[src/hw/sct_map.svh]
`ifndef SCT_MAP_SVH
`define SCT_MAP_SVH

// ----------------------------------------
// register indices and command bytes
// ----------------------------------------
`define SCT_REG_SEC 3'h0
`define SCT_REG_HOUR 3'h2
`define SCT_REG_MONTH 3'h4
`define SCT_REG_WP 3'h7
`define SCT_CMD_BURST_WR 8'hBE
`define SCT_CMD_BURST_RD 8'hBF
`define SCT_CMD_SINGLE 4'h8

// ----------------------------------------
// field positions and masks
// ----------------------------------------
`define SCT_HALT_BIT 7
`define SCT_WP_BIT 7
`define SCT_H12_BIT 7
`define SCT_PM_BIT 5
`define SCT_MSK_SEC 8'h7F
`define SCT_MSK_MIN 8'h7F
`define SCT_MSK_HOUR 8'hBF
`define SCT_MSK_DATE 8'h3F
`define SCT_MSK_MONTH 8'h1F
`define SCT_MSK_WDAY 8'h07
`define SCT_MSK_YEAR 8'hFF

// ----------------------------------------
// reset values and timing
// ----------------------------------------
`define SCT_RST_HALT 1'b1
`define SCT_RST_WP 1'b1
`define SCT_RST_ZERO 8'h00
`define SCT_RST_ONE 8'h01
`define SCT_XTAL_HZ 32768
`endif

[src/hw/sct_pkg.sv]
package sct_pkg;
    typedef enum logic [3:0] {
        ST_CMD = 4'b0001,
        ST_WR = 4'b0010,
        ST_RD = 4'b0100,
        ST_IGN = 4'b1000
    } sct_st_t;

    typedef struct packed {
        logic [7:0] sec;
        logic [7:0] min;
        logic [7:0] hour;
        logic [7:0] date;
        logic [7:0] month;
        logic [7:0] wday;
        logic [7:0] year;
    } sct_time_t;

    typedef struct packed {
        logic stb;
        logic burst;
        logic [2:0] idx;
        logic [7:0] data;
    } sct_wr_t;
endpackage

[src/hw/sct_top.sv]
`include "sct_map.svh"

module sct_top
    import sct_pkg::*;
#(
    parameter int XTAL_HZ = `SCT_XTAL_HZ
)
(
    input wire logic i_sys_clk,
    input wire logic i_rst_n,
    input wire logic i_crystal_pins,
    input wire logic i_transfer_frame_input,
    input wire logic i_serial_shift_clock,
    input wire logic i_serial_data_line,
    output logic o_serial_data_line,
    output logic o_serial_data_line_oe,
    output logic o_osc_enable,
    output logic o_standby,
    output logic o_write_lock,
    output sct_time_t o_time
);
    if (XTAL_HZ < 2)
    begin : g_bad_xtal
        $error("crystal rate too small for the prescaler");
    end

    localparam int PW = $clog2(XTAL_HZ);
    localparam logic [PW-1:0] PRESC_MAX = PW'(XTAL_HZ - 1);
    localparam logic [7:0] MSK [7] = '{`SCT_MSK_SEC, `SCT_MSK_MIN, `SCT_MSK_HOUR, `SCT_MSK_DATE,
        `SCT_MSK_MONTH, `SCT_MSK_WDAY, `SCT_MSK_YEAR};
    localparam logic [7:0] RST_V [7] = '{`SCT_RST_ZERO, `SCT_RST_ZERO, `SCT_RST_ZERO, `SCT_RST_ONE,
        `SCT_RST_ONE, `SCT_RST_ONE, `SCT_RST_ZERO};

    // ----------------------------------------
    // pin sampling
    // ----------------------------------------
    logic [3:0] sync_q;
    logic xtal_d_ff;
    logic sclk_d_ff;

    sct_sync #(.W(4)) u_sync (
        .i_sys_clk(i_sys_clk),
        .i_rst_n(i_rst_n),
        .i_d({i_crystal_pins, i_transfer_frame_input, i_serial_shift_clock, i_serial_data_line}),
        .o_q(sync_q)
    );

    wire xtal_s = sync_q[3];
    wire frame_s = sync_q[2];
    wire sclk_s = sync_q[1];
    wire sdi_s = sync_q[0];

    always_ff @(posedge i_sys_clk or negedge i_rst_n)
    begin
        if (!i_rst_n)
        begin
            xtal_d_ff <= 1'b0;
            sclk_d_ff <= 1'b0;
        end
        else
        begin
            xtal_d_ff <= xtal_s;
            sclk_d_ff <= sclk_s;
        end
    end

    // edges only come from host pulses; a still clock shifts nothing
    wire rise = sclk_s & ~sclk_d_ff;
    wire fall = ~sclk_s & sclk_d_ff;
    wire xrise = xtal_s & ~xtal_d_ff;

    // ----------------------------------------
    // serial engine
    // ----------------------------------------
    sct_st_t st_ff;
    logic [2:0] bit_ff;
    logic [2:0] idx_ff;
    logic burst_ff;
    logic [7:0] rx_ff;
    logic [7:0] tx_ff;
    logic sdo_ff;
    logic oe_ff;
    sct_wr_t wr_ff;
    logic [7:0] reg_view [8];

    wire [7:0] cmd_byte = {sdi_s, rx_ff[7:1]};
    wire byte_done = rise & (bit_ff == 3'h7);
    wire shifting_in = rise & ((st_ff == ST_CMD) | (st_ff == ST_WR));
    wire cmd_burst = ((cmd_byte | 8'h01) == `SCT_CMD_BURST_RD);
    wire cmd_single = (cmd_byte[7:4] == `SCT_CMD_SINGLE);
    wire cmd_ok = cmd_burst | cmd_single;
    wire [2:0] cmd_idx = cmd_burst ? 3'h0 : cmd_byte[3:1];
    wire [2:0] idx_inc = idx_ff + 3'h1;
    wire [2:0] rd_next = burst_ff ? idx_inc : idx_ff;
    wire cmd_end = (st_ff == ST_CMD) & byte_done;
    wire wr_end = (st_ff == ST_WR) & byte_done;
    wire rd_step = (st_ff == ST_RD) & fall;

    always_ff @(posedge i_sys_clk or negedge i_rst_n)
    begin
        if (!i_rst_n)
        begin
            st_ff <= ST_CMD;
            bit_ff <= 3'h0;
            idx_ff <= 3'h0;
            burst_ff <= 1'b0;
            rx_ff <= 8'h00;
            tx_ff <= 8'h00;
            sdo_ff <= 1'b0;
            oe_ff <= 1'b0;
        end
        else if (!frame_s)
        begin
            st_ff <= ST_CMD;
            bit_ff <= 3'h0;
            burst_ff <= 1'b0;
            oe_ff <= 1'b0;
        end
        else
        begin
            if (shifting_in)
            begin
                rx_ff <= cmd_byte;
                bit_ff <= bit_ff + 3'h1;
            end
            if (cmd_end)
            begin
                idx_ff <= cmd_idx;
                burst_ff <= cmd_burst;
                tx_ff <= reg_view[cmd_idx];
                st_ff <= !cmd_ok ? ST_IGN : (cmd_byte[0] ? ST_RD : ST_WR);
            end
            if (wr_end)
            begin
                idx_ff <= idx_inc;
                st_ff <= (burst_ff && idx_ff != 3'h7) ? ST_WR : ST_IGN;
            end
            if (rd_step)
            begin
                oe_ff <= 1'b1;
                sdo_ff <= tx_ff[0];
                bit_ff <= bit_ff + 3'h1;
                if (bit_ff == 3'h7)
                begin
                    idx_ff <= rd_next;
                    tx_ff <= reg_view[rd_next];
                end
                else
                begin
                    tx_ff <= {1'b0, tx_ff[7:1]};
                end
            end
        end
    end

    // write request waits one cycle so it lands cleanly in the counter update
    always_ff @(posedge i_sys_clk or negedge i_rst_n)
    begin
        if (!i_rst_n)
        begin
            wr_ff <= '0;
        end
        else
        begin
            wr_ff <= '{stb: wr_end & frame_s, burst: burst_ff, idx: idx_ff, data: cmd_byte};
        end
    end

    // ----------------------------------------
    // timebase
    // ----------------------------------------
    logic halt_ff;
    logic wp_ff;
    logic [PW-1:0] presc_ff;
    logic sec_tick_ff;
    logic pend_ff;

    always_ff @(posedge i_sys_clk or negedge i_rst_n)
    begin
        if (!i_rst_n)
        begin
            presc_ff <= '0;
            sec_tick_ff <= 1'b0;
            pend_ff <= 1'b0;
        end
        else
        begin
            sec_tick_ff <= xrise & ~halt_ff & (presc_ff == PRESC_MAX);
            pend_ff <= (sec_tick_ff | pend_ff) & wr_ff.stb;
            if (xrise && !halt_ff)
            begin
                presc_ff <= (presc_ff == PRESC_MAX) ? '0 : presc_ff + PW'(1);
            end
        end
    end

    // a tick that meets a write is held back one cycle rather than lost
    wire tick = (sec_tick_ff | pend_ff) & ~wr_ff.stb & ~halt_ff;

    // ----------------------------------------
    // calendar counters
    // ----------------------------------------
    logic [7:0] tk_ff [7];
    logic [7:0] inc_val [7];
    logic [7:0] inc_lo [7];
    logic [7:0] inc_hi [7];
    logic [7:0] inc_nxt [7];
    logic inc_wrap [7];
    logic c_en [7];
    logic [7:0] upd [7];

    wire wr_ok = wr_ff.stb & ((wr_ff.idx == `SCT_REG_WP) ? ~wr_ff.burst : ~wp_ff);
    wire h12 = tk_ff[2][`SCT_H12_BIT];
    wire pm = tk_ff[2][`SCT_PM_BIT];
    wire h_eleven = (tk_ff[2][4:0] == 5'h11);
    wire day_carry = h12 ? (h_eleven & pm) : inc_wrap[2];
    wire [7:0] hour_new = h12 ? {1'b1, 1'b0, pm ^ h_eleven, inc_nxt[2][4:0]} : {2'b00, inc_nxt[2][5:0]};
    wire [3:0] yr_u = tk_ff[6][3:0];
    wire leap = tk_ff[6][4] ? (yr_u == 4'h2 || yr_u == 4'h6)
        : (yr_u == 4'h0 || yr_u == 4'h4 || yr_u == 4'h8);
    wire [7:0] mon = tk_ff[4];
    wire short_mon = (mon == 8'h04) || (mon == 8'h06) || (mon == 8'h09) || (mon == 8'h11);
    wire [7:0] last_day = (mon == 8'h02) ? (leap ? 8'h29 : 8'h28) : (short_mon ? 8'h30 : 8'h31);

    assign inc_val = '{tk_ff[0], tk_ff[1], h12 ? {3'b000, tk_ff[2][4:0]} : {2'b00, tk_ff[2][5:0]},
        tk_ff[3], tk_ff[4], tk_ff[5], tk_ff[6]};
    assign inc_lo = '{8'h00, 8'h00, h12 ? 8'h01 : 8'h00, 8'h01, 8'h01, 8'h01, 8'h00};
    assign inc_hi = '{8'h59, 8'h59, h12 ? 8'h12 : 8'h23, last_day, 8'h12, 8'h07, 8'h99};

    assign c_en[0] = tick;
    assign c_en[1] = c_en[0] & inc_wrap[0];
    assign c_en[2] = c_en[1] & inc_wrap[1];
    assign c_en[3] = c_en[2] & day_carry;
    assign c_en[4] = c_en[3] & inc_wrap[3];
    assign c_en[5] = c_en[3];
    assign c_en[6] = c_en[4] & inc_wrap[4];

    for (genvar k = 0; k < 7; k++)
    begin : g_field
        sct_bcd_inc u_inc (
            .i_val(inc_val[k]),
            .i_lo(inc_lo[k]),
            .i_hi(inc_hi[k]),
            .o_nxt(inc_nxt[k]),
            .o_wrap(inc_wrap[k])
        );
        wire hit = wr_ok & (wr_ff.idx == 3'(k));
        assign upd[k] = (k == 2) ? hour_new : inc_nxt[k];
        wire [7:0] nxt_tk = hit ? (wr_ff.data & MSK[k]) : (c_en[k] ? upd[k] : tk_ff[k]);

        always_ff @(posedge i_sys_clk or negedge i_rst_n)
        begin
            if (!i_rst_n)
                tk_ff[k] <= RST_V[k];
            else
                tk_ff[k] <= nxt_tk;
        end
    end

    wire hit_halt = wr_ok & (wr_ff.idx == `SCT_REG_SEC);
    wire hit_wp = wr_ok & (wr_ff.idx == `SCT_REG_WP);

    always_ff @(posedge i_sys_clk or negedge i_rst_n)
    begin
        if (!i_rst_n)
        begin
            halt_ff <= `SCT_RST_HALT;
            wp_ff <= `SCT_RST_WP;
        end
        else
        begin
            halt_ff <= hit_halt ? wr_ff.data[`SCT_HALT_BIT] : halt_ff;
            wp_ff <= hit_wp ? wr_ff.data[`SCT_WP_BIT] : wp_ff;
        end
    end

    for (genvar k = 1; k < 7; k++)
    begin : g_view
        assign reg_view[k] = tk_ff[k];
    end
    assign reg_view[0] = {halt_ff, tk_ff[0][6:0]};
    assign reg_view[7] = {wp_ff, 7'h00};

    // ----------------------------------------
    // outputs
    // ----------------------------------------
    assign o_serial_data_line = sdo_ff;
    assign o_serial_data_line_oe = oe_ff;
    assign o_osc_enable = ~halt_ff;
    assign o_standby = halt_ff;
    assign o_write_lock = wp_ff;
    assign o_time = {tk_ff[0], tk_ff[1], tk_ff[2], tk_ff[3], tk_ff[4], tk_ff[5], tk_ff[6]};
endmodule

[src/hw/sct_sync.sv]
module sct_sync
    import sct_pkg::*;
#(
    parameter int W = 1
)
(
    input wire logic i_sys_clk,
    input wire logic i_rst_n,
    input wire logic [W-1:0] i_d,
    output logic [W-1:0] o_q
);
    if (W < 1)
    begin : g_bad_w
        $error("sct_sync width must be at least one");
    end

    logic [W-1:0] meta_ff;
    logic [W-1:0] sync_ff;

    always_ff @(posedge i_sys_clk or negedge i_rst_n)
    begin
        if (!i_rst_n)
        begin
            meta_ff <= '0;
            sync_ff <= '0;
        end
        else
        begin
            meta_ff <= i_d;
            sync_ff <= meta_ff;
        end
    end

    assign o_q = sync_ff;
endmodule

[src/hw/sct_bcd_inc.sv]
module sct_bcd_inc
    import sct_pkg::*;
(
    input wire logic [7:0] i_val,
    input wire logic [7:0] i_lo,
    input wire logic [7:0] i_hi,
    output logic [7:0] o_nxt,
    output logic o_wrap
);
    // values written by the host at or above the high bound also wrap to the low bound
    wire at_top = (i_val >= i_hi);
    wire units_nine = (i_val[3:0] >= 4'h9);
    wire [3:0] tens_up = i_val[7:4] + 4'h1;
    wire [3:0] units_up = i_val[3:0] + 4'h1;

    assign o_wrap = at_top;
    assign o_nxt = at_top ? i_lo : (units_nine ? {tens_up, 4'h0} : {i_val[7:4], units_up});
endmodule

[config.mk]
export PLATFORM = sky130hd
export DESIGN_NAME = sct_top
export DESIGN_NICKNAME = d
export VERILOG_FILES = /design/src/hw/sct_pkg.sv /design/src/hw/sct_top.sv /design/src/hw/sct_sync.sv /design/src/hw/sct_bcd_inc.sv
export VERILOG_INCLUDE_DIRS = /design/src /design/src/hw
export SDC_FILE = /design/constraint.sdc
export NUM_CORES = 1
export LEC_CHECK = 0
export BUFFER_PORTS_ARGS = -buffer_cell sky130_fd_sc_hd__buf_2
export CAP_MARGIN = 20
export CORE_UTILIZATION = 55
export DETAILED_ROUTE_END_ITERATION = 6
export PLACE_DENSITY = 0.75
export SYNTH_ARGS = -nofsm -noshare
export SYNTH_HDL_FRONTEND = slang
export SYNTH_SLANG_ARGS = --single-unit
[constraint.sdc]
create_clock -name i_sys_clk -period 2.85 [get_ports i_sys_clk]
set_input_delay 0.57 -clock i_sys_clk [delete_from_list [all_inputs] [get_ports i_sys_clk]]
set_output_delay 0.57 -clock i_sys_clk [all_outputs]
set_load 0.02 [all_outputs]
======== Word-level counts from Yosys, hierarchy flattened ========
Index checks and enable logic that the tools add are counted.
storage, ports and cells
  bits in registers ....................... 127
  bits of input ports ..................... 6
  output and inout port bits .............. 61
  word-level logic and storage cells ...... 239
operators by class
  $add $sub $neg .......................... 17
  magnitude comparators ................... 16
  equal/unequal tests ..................... 29
  multiplexer cells ....................... 67
  bitwise operators ....................... 42
  reductions and logical operators ........ 34
operators with widths
  operator                 number
  $mux W8                  34
  $add A4 B1 Y4 const B    13
  $bmux W8 S3              2
  $ge A4 B4 Y1 const B     9
  $mux W3                  10
  $and A1 B1 Y1            29
  $mux W6                  4
  $mux W4                  5
  $reduce_and A2 Y1        9
  $reduce_bool A3 Y1       6
  $eq A8 B3 Y1 const B     2
  $ge A8 B7 Y1 const B     2
  $reduce_bool A2 Y1       8
  $add A15 B1 Y15 const B  1
  $eq A15 B15 Y1 const B   1
  $eq A3 B3 Y1 const B     5
  $mux W15                 1
  $eq A4 B3 Y1 const B     3
  $mux W1                  10
  $ne A3 B3 Y1 const B     3
  $eq A4 B2 Y1 const B     2
  $eq A4 B4 Y1 const B     2
  $eq A8 B2 Y1 const B     1
  $eq A8 B4 Y1 const B     1
  24 further kinds         42

======== Longest topological paths before layout ========
Gate-level depths: netlist of the first run.
  depth after elaboration ................. 11
  mapped depth ............................ 16
  gate-level depth less buffers ........... 14

======== Modules after synthesis ========
From an unflattened synthesis of the first run, not the netlist that was laid out.
unflattened totals
  cell total of the unflattened synthesis .. 1120
  area total of the unflattened synthesis .. 10766.6 µm²
modules (own cells, without submodules)
  module       instances  cells an instance  area each (µm²)  sequential area each (µm²)
  sct_top      1          706                6984.2           2935.3
  sct_bcd_inc  7          58                 511.7            0.0
  sct_sync     1          8                  200.2            200.2

======== Worst setup path before layout of the first run ========
No wires, ideal clock.
  path kind ............................... flip-flop to flip-flop
  start point ............................. reg tk_ff (netlist bit mon[0])
  end point ............................... reg tk_ff (netlist bit o_time[1])
  library setup time ...................... 126 ps
  arrival ................................. 2956 ps
  data required time ...................... 2724 ps
  slack ................................... -232 ps
  cell stages (with the launch flop) ...... 17
  path buffers ............................ 2
  clock period less this slack ............ 3082 ps
  cells stage by stage .................... dfstp_2 inv_1 ha_1 nor3b_1 o22ai_1 nand3_1 a21oi_1 nor2_1 ha_1 nor2_1 a31oi_1 or2_2 buf_1 nand4_2 buf_2 nor3_2 a221o_1
on the way
  word-level cells in the longest chain between the ends .. 10
  elaborated cells between the ends (all ways) .. 15
  classes of those cells .................. order compare (2); eq/ne (5); mux (2); bitwise (2); reduce/logical (4)
ends and longest elaborated chain
  what                                   line               source
  from (decl)                            sct_top.sv:203     logic [7:0] tk_ff [7];
  from (signal, indexed assignment)      sct_top.sv:254     tk_ff[k] <= RST_V[k];
  from (signal, indexed assignment)      sct_top.sv:256     tk_ff[k] <= nxt_tk;
  $eq A8 B3 Y1                           sct_top.sv:222     wire short_mon = (mon == 8'h04) || (mon == 8'h06) || (mon == 8'h09) || (mon == 8'h11);
  $logic_or A1 B1 Y1 (3 in a row)        sct_top.sv:222
  $mux W1                                sct_top.sv:223     wire [7:0] last_day = (mon == 8'h02) ? (leap ? 8'h29 : 8'h28) : (short_mon ? 8'h30 : 8'h31);
  $mux W5                                sct_top.sv:223
  $ge A8 B6 Y1                           sct_bcd_inc.sv:11  wire at_top = (i_val >= i_hi);
  $and A1 B1 Y1                          sct_top.sv:234     assign c_en[4] = c_en[3] & inc_wrap[3];
  $and A1 B1 Y1 *                        sct_top.sv:236     assign c_en[6] = c_en[4] & inc_wrap[4];
  $reduce_bool A2 Y1 (no source line) *  n/a
Every way passes the cells marked *; elsewhere a longest branch is shown, timed or not.
A chain may end at the register's enable or synchronous reset.

======== Worst setup path after layout of the first run ========
  start point ............................. reg tk_ff (netlist bit mon[0])
  end point ............................... reg tk_ff (netlist bit o_time[2])
The elaborated chain is that of the path after synthesis.

==> impl_results.md, run 1 <==
- Status: complete, but fails checks
- Failing checks: negative setup slack
- Period Utilization, post-route: 101.1%
- Share of layout cells above drive strength 1: 20.49%
- CP Class: flip-flop to flip-flop
- Placed cell area: just under 9000 um^2
- Number of synthesized flops with an enable pin: 0
- Rel. slew slack: 46.31%
- Netlist cell types: 83
- Clock insertion delay at the later pin of the skew report: approximately 0.43 ns
- Clock sinks: around 130
- Crit path launch type: flip-flop
- Design Area, Final: roughly 9600 um^2
- Post-layout net count: ~1100
- Initial antenna violation count: 0
- Worst Path Max Fanout: 8
- Ys Warns: 0
- Routed Antenna Nets: 0
- Unrepaired setup endpoints after global routing: true
- Achievable Freq: between 300 and 400 MHz
- Vias in the first global route: around 7100
- Post-synth top cells: dfrtp_1 (119), nand2_1 (101), nor2_1 (80), o21ai_0 (59), ha_1 (49)
- Worst slew pin tran: just over 0.8 ns
- GPL Wtd Cong: 0.9865
- FF-to-FF setup slack: -0.03 ns
- Fin cells: 1200
- Power per Cell Area: ~530 nW/um^2
- # placed instances: roughly 1200
- Clock root buffer: clkbuf_16
- Congestion Overflow GR: 0
- Die H: 123.2 um
- Post-synth top area share: between 30% and 40%
- Worst setup path start: mon[0]$_DFFE_PN1P_
- Worst VDD drop: around 0.42 mV
- Post-Syn Nets: 960
- Area Growth Syn to Fin: 18.26%
- Fin Clk Skew: approximately 0.0087 ns
- Max-slew violation count: 0
- Final WS setup: -0.03144 ns
- Fin crit period: about 2.9 ns
- Sum Neg Setup Slack: -0.03144 ns
- Drt pass-1 iters: 6
- Critical path required time: 3.20 ns
- Yosys top cell by area: dfrtp_1
- Register bit total from synthesis: between 100 and 150
- Post-Syn Area: between 8000 and 9000 um^2
- Crit path DAT: 3.23 ns
- Asr flop ratio synth: 100.0%
- Drt initial violations: between 700 and 800
- Rows: between 40 and 50
- Die Area: between 15000 and 20000 um^2
- Sequential area share after synthesis: approximately two fifths
- Class of the worst hold path: input pin to asynchronous set/reset pin
- Avg Inst Size Synth: between 8 and 9 um^2
- CTS buffer count: 17
- Main synth FF type: dfrtp_1
- # setup viols final: 1
- DR WL/cell: about 21 um
- DPL Wire Length: about 19000 um
- Total Power: a little over 5 mW
- Ranking of synthesized cells by area: dfrtp_1 (37%), ha_1 (7.6%), nand2_1 (4.7%)
- First-pass GRT wire length: 39320 um
- Global-route total usage across every layer: a little over a third
- H-tree levels: 4
- Port bufs: between 60 and 70
- Diodes inserted: 0
- Pin count of the biggest net entering global routing: between 70 and 80
- TritonCTS clock tree: built
- Worst r2r src: mon[0]$_DFFE_PN1P_
- Via density: roughly 6.4
- Endpoints failing hold: 0
- I/O pins: 67
- Max-cap violation count: 0
- Via count: slightly below 8000
- Crit end category: flip-flop
- Most common cell in the netlist: dfrtp_1
- Initial Utilization: between 50% and 60%
- # DRC: 0
- Leakage: 4.366 nW
- Synth Instances: between 900 and 1000
- Final wirelength: between 20000 and 30000 um
- Core area: approximately 14000 um^2
- Worst slack at placement: approximately 0.011 ns
- CTS max path bufs: 2
- Die X: about 120 um
- Clk slew on worst S/H paths: approximately 0.060 ns
[worst paths after layout]
check | endpoint | cells past startpoint
worst max-delay path | o_time[2]$_DFFE_PN0P_ | 13
worst min-delay path | o_time[4]$_DFFE_PN0P_ | 1
worst max register to register | o_time[2]$_DFFE_PN0P_ | 13
worst min register to register | u_sync.o_q[2]$_DFF_PN0_ | 0
max in group asynchronous | st_ff[0]$_DFFE_PN1P_ | 2
min in group i_sys_clk | u_sync.meta_ff[3]$_DFF_PN0_ | 1
[layout make-up]
cell class	instances	area, um^2
Multi-Input combinational cell	701	4706
Clock buffer	17	425.4
Tap cell	180	225.2
Inverter	39	148.9
Clock inverter	15	116.4
Fill cell	1193	4543
Sequential cell	125	3136
Timing Repair Buffer	123	795.8
[placed cells by master, fill, tap and decap left out, types with 7 or more instances in the layout]
cell | Yosys | layout
dfrtp_1 | 119 | 119
nand2_1 | 101 | 101
nor2_1 | 80 | 78
buf_2 | 7 | 64
o21ai_0 | 59 | 58
buf_4 | 2 | 55
nand3_1 | 47 | 47
ha_1 | 49 | 46
a21oi_1 | 45 | 44
inv_1 | 37 | 35
a31oi_1 | 23 | 23
nor3_1 | 19 | 19
mux2i_1 | 20 | 19
clkbuf_16 | 0 | 17
o22ai_1 | 14 | 14
and3_1 | 14 | 14
mux2_2 | 14 | 14
nand4_1 | 11 | 11
o211ai_1 | 11 | 11
and2_1 | 10 | 10
nor2b_1 | 10 | 10
o21a_1 | 9 | 9
xor2_1 | 9 | 9
o221ai_1 | 8 | 8
nand2b_1 | 8 | 8
nor3b_1 | 8 | 7
a221o_1 | 7 | 7
xnor2_1 | 7 | 7
[per-stage QoR]
stage | util (%) | hold WS, ns
6_report | 67.77 | 0.09396
5_1_grt | 67.77 | 0.1392
4_1_cts | 67.09 | 0.1187
3_5_place_dp | 63.24 | 0.3356
3_3_place_gp | 63.24 | 0.3314
2_1_floorplan | - | 0.2744
[flip-flops by register name (all words and copies together) (netlist names), 3 cells and up]
register and cells:
st_ff 4, presc_ff 15, idx_ff 3, mon 8, o_time 47, wr_ff 13, u_sync.meta_ff 4, u_sync.o_q 4
rx_ff 7, tx_ff 8, bit_ff 3
[layer usage]
layer	track usage [%]	up-vias	wire length, um
met1	45.69	3700	10340
met2	55.80	399	11790
met4	17.55	0	961
met5	0	-	0
met3	6.965	69	2205
li1	-	3536	-
[critical path, stage by stage (launching register included)]
cell and delay, ns:
dfstp_2 0.60, ha_4 0.16, inv_2 0.03, o22ai_1 0.15
nand3_1 0.10, a21oi_2 0.12, nor2_1 0.06, ha_1 0.27
nor2_1 0.04, a31oi_1 0.23, or2_4 0.22, nand4_4 0.16
or4_1 0.54, a31oi_1 0.13
[power by group]
part / internal (mW) / leakage [nW] / switching [mW]
Combinational: 0.343 / 2.46 / 0.565
Clock: 1.12 / 0.254 / 0.866
Sequential: 1.90 / 1.65 / 0.280
[timing repair]
item	CTS	global route
setup buffers	0	5
gates resized for setup	0	14
setup endpoints to repair	0	15
hold buffers	0	0
[kinds of logic (layout without fill, tap and decap cells)]
| logic type | after synthesis | count (layout) | share of synthesized area, % |
|---|---|---|---|
| AOI/OAI and AO/OA | 251 | 251 | 20.86 |
| xor gates and xnor gates | 17 | 17 | 1.936 |
| adders and majority gates | 49 | 49 | 7.590 |
| buffers and inverters | 79 | 194 | 3.872 |
| DFF | 125 | 125 | 38.82 |
| muxes | 38 | 38 | 5.545 |
| other | 1 | 1 | 0.04642 |
| and+or+nand+nor | 345 | 345 | 21.33 |
Note: power is estimated with default switching activity, not from simulation.
==> run 2: changes to the inputs <==
- GPL_TIMING_DRIVEN: not set -> 1
- RECOVER_POWER: not set -> 100
- SETUP_SLACK_MARGIN: not set -> 0.05
==> run 2 against run 1 <==
The run ends with max-capacitance violations, max-slew violations left. Wire length up 2.9%. Clock power hardly changed. Critical path depth did not move. Highest routed layer unchanged. Sequential share of layout area increased by 0.32 points.
==> impl_results.md, run 2 (synthesis results as in run 1) <==
- Rel. slew slack: -68.54%
- Leading cell type in the layout, fill and taps excluded: dfrtp_1
- Initial Utilization: between 50% and 60%
- Die X: ~120 um
- Port bufs: 65
- Diodes inserted: 0
- CTS max path bufs: 2
- Pin count of the biggest net entering global routing: 41
- Crit end category: flip-flop
- Worst slew pin tran: around 2.5 ns
- # setup viols final: 0
- Class of the worst hold path: input pin to flip-flop
- Fin Clk Skew: ~0.011 ns
- Number of flip-flops in the largest register: 47
- Clock insertion delay at the later pin of the skew report: between 0.4 and 0.5 ns
- Routed Antenna Nets: 0
- Power per Cell Area: 541.0 nW/um^2
- Slowest-stage cell, CP: dfstp_2
- Leakage: between 4 and 5 nW
- Rows: 43
- Drt initial violations: approximately 940
- Post-layout net count: around 1100
- Hold depth: 1
- Final WS setup: 0.03856 ns
- Crit-path cells: inv_2 > ha_4 > nor3b_2 > o22ai_1 > nand3_1 > a21oi_2 > nor2_1 > ha_1 > nor2_1 > a31oi_1 > or2_4 > or4_4 > a31oi_2
- Crit path DAT: around 3.2 ns
- Via count: slightly below 8000
- Max-cap violation count: 1
- Share of layout cells above drive strength 1: 16.36%
- Gate power share: 18.7%
- Multi-input logic area: 4682 um^2
- CP Class: flip-flop to flip-flop
- Area Growth Syn to Fin: 17.13%
- Endpoints failing hold: 0
- Drt pass-1 iters: 5
- I/O pins: 67
- CP dominant cell by count: nor2_1
- Crit path launch type: flip-flop
- Status: complete, but fails checks
- Global-route total usage across every layer: a little over a third
- Worst VDD drop: 0.7526 mV
- Hold_buf cts: 0
- Initial antenna violation count: 0
- Core area: roughly 14000 um^2
- Total Power: 5.119 mW
- Achievable Freq: between 300 and 400 MHz
- # placed instances: about 1200
- CTS buffer count: 17
- Vias in the first global route: 7342
- Final wirelength: about 26000 um
- Unrepaired setup endpoints after global routing: true
- Die H: ~120 um
- Die Area: about 15000 um^2
- GPL Wtd Cong: ~1
- DPL Wire Length: 18990 um
- Clock root buffer: clkbuf_16
- Worst Path Max Fanout: 7
- First-pass GRT wire length: roughly 40000 um
- Clk slew on worst S/H paths: around 0.06 ns
- P_sw: about 1.7 mW
- Fin cells: 1201
- Failing checks: max-capacitance violations, max-slew violations
- Worst slack at placement: between 0.05 and 0.06 ns
- Congestion Overflow GR: 0
- P_int: 3.393 mW
- Register area: between 3000 and 4000 um^2
- Critical path required time: about 3.2 ns
- DR WL/cell: 21.68 um
- Sequential group share of total power: roughly 43%
- Clock sinks: between 100 and 150
- R2r worst-path depth: 13
- Commonest non-fill, non-tap cells in the layout: dfrtp_1 (119), nand2_1 (101), nor2_1 (79)
- H-tree levels: 4
- Period Utilization, post-route: about 99%
- Fin crit period: between 2 and 3 ns
- Max-slew violation count: 39
- TritonCTS clock tree: built
- Fill count: about 1200
- Sw frac: between 30% and 40%
- Clock share of power: 38.9%
- Worst path max stage delay: approximately 0.56 ns
- # DRC: 0
- Via density: ~6.5
[run 2: cell count changes in the layout (fill, tap and decap cells not counted), moves of 2 or more]
| cell | delta |
|---|---|
| buf_2 | -30 |
| buf_4 | -8 |
| clkbuf_1 | +41 |
| clkinv_2 | -3 |
| ha_2 | +2 |
| ha_4 | -2 |
| nor2_4 | -2 |
| nor3_2 | -2 |
[run 2: worst paths after layout]
| path | startpoint | end | slack, ns |
|---|---|---|---|
| max | mon[0]$_DFFE_PN1P_ | o_time[27]$_DFFE_PN0P_ | 0.04 |
| min in group asynchronous | i_rst_n | o_time[6]$_DFFE_PN0P_ | 0.92 |
| max reg2reg | mon[0]$_DFFE_PN1P_ | o_time[27]$_DFFE_PN0P_ | 0.04 |
| min reg2reg | u_sync.meta_ff[0]$_DFF_PN0_ | u_sync.o_q[0]$_DFF_PN0_ | 0.35 |
| min | i_serial_data_line | u_sync.meta_ff[0]$_DFF_PN0_ | 0.24 |
| max in group asynchronous | i_rst_n | wr_ff[1]$_DFF_PN0_ | 0.45 |
[run 2: metrics by stage]
step | instance area (um^2) | setup TNS, ns | utilization, % | hold WS [ns]
2_1_floorplan | 8123 | 0 | - | 0.2744
3_3_place_gp | 8960 | 0 | 63.56 | 0.3336
3_5_place_dp | 8960 | 0 | 63.56 | 0.3358
4_1_cts | 9514 | 0 | 67.50 | 0.1683
5_1_grt | 9462 | -0.7331 | 67.12 | 0.2389
6_report | 9462 | 0 | 67.12 | 0.2443
[run 2: routing by layer]
metal  GRT usage [%]  wire length, um  vias to the layer above  share of wire, %
li1                -                -                     3526                 -
met4           15.21             1051                        0               4.0
met3           8.210             2569                       93               9.9
met5               0                0                        -                 0
met2           57.58            11940                      436                46
met1           47.18            10480                     3775                40
[run 2: repair_timing]
action,4_1_cts,5_1_grt
endpoints found under the setup margin,1,21
setup buffers,2,0
resized for setup,1,9
pin swaps,1,7
[run 2: layout make-up]
cell class | count | area share, %
Multi-Input combinational cell | 701 | 49.48
Tap cell | 180 | 2.380
Timing Repair Buffer | 125 | 7.789
Inverter | 39 | 1.547
Sequential cell | 125 | 33.14
Clock buffer | 20 | 4.721
Clock inverter | 11 | 0.9389
[run 2: power groups by stage]
stage	Combinational, mW	Clock [mW]	Sequential [mW]
4_1_cts	0.943	2.00	2.16
3_3_place_gp	0.933	0	2.18
3_5_place_dp	0.936	0	2.19
6_report	0.956	1.99	2.17
5_1_grt	1.02	2.09	2.18
2_1_floorplan	0.621	0	2.05
[run 2: worst max-delay path, delay by kind of cell, from the launching register on]
kind | cells | cell delay (ns)
buffers and inverters | 1 | 0.07
adder cells (fa/ha/maj) | 2 | 0.41
flip-flops | 1 | 0.56
AO/OA/AOI/OAI | 4 | 0.41
AND/OR/NAND/NOR | 6 | 1.27
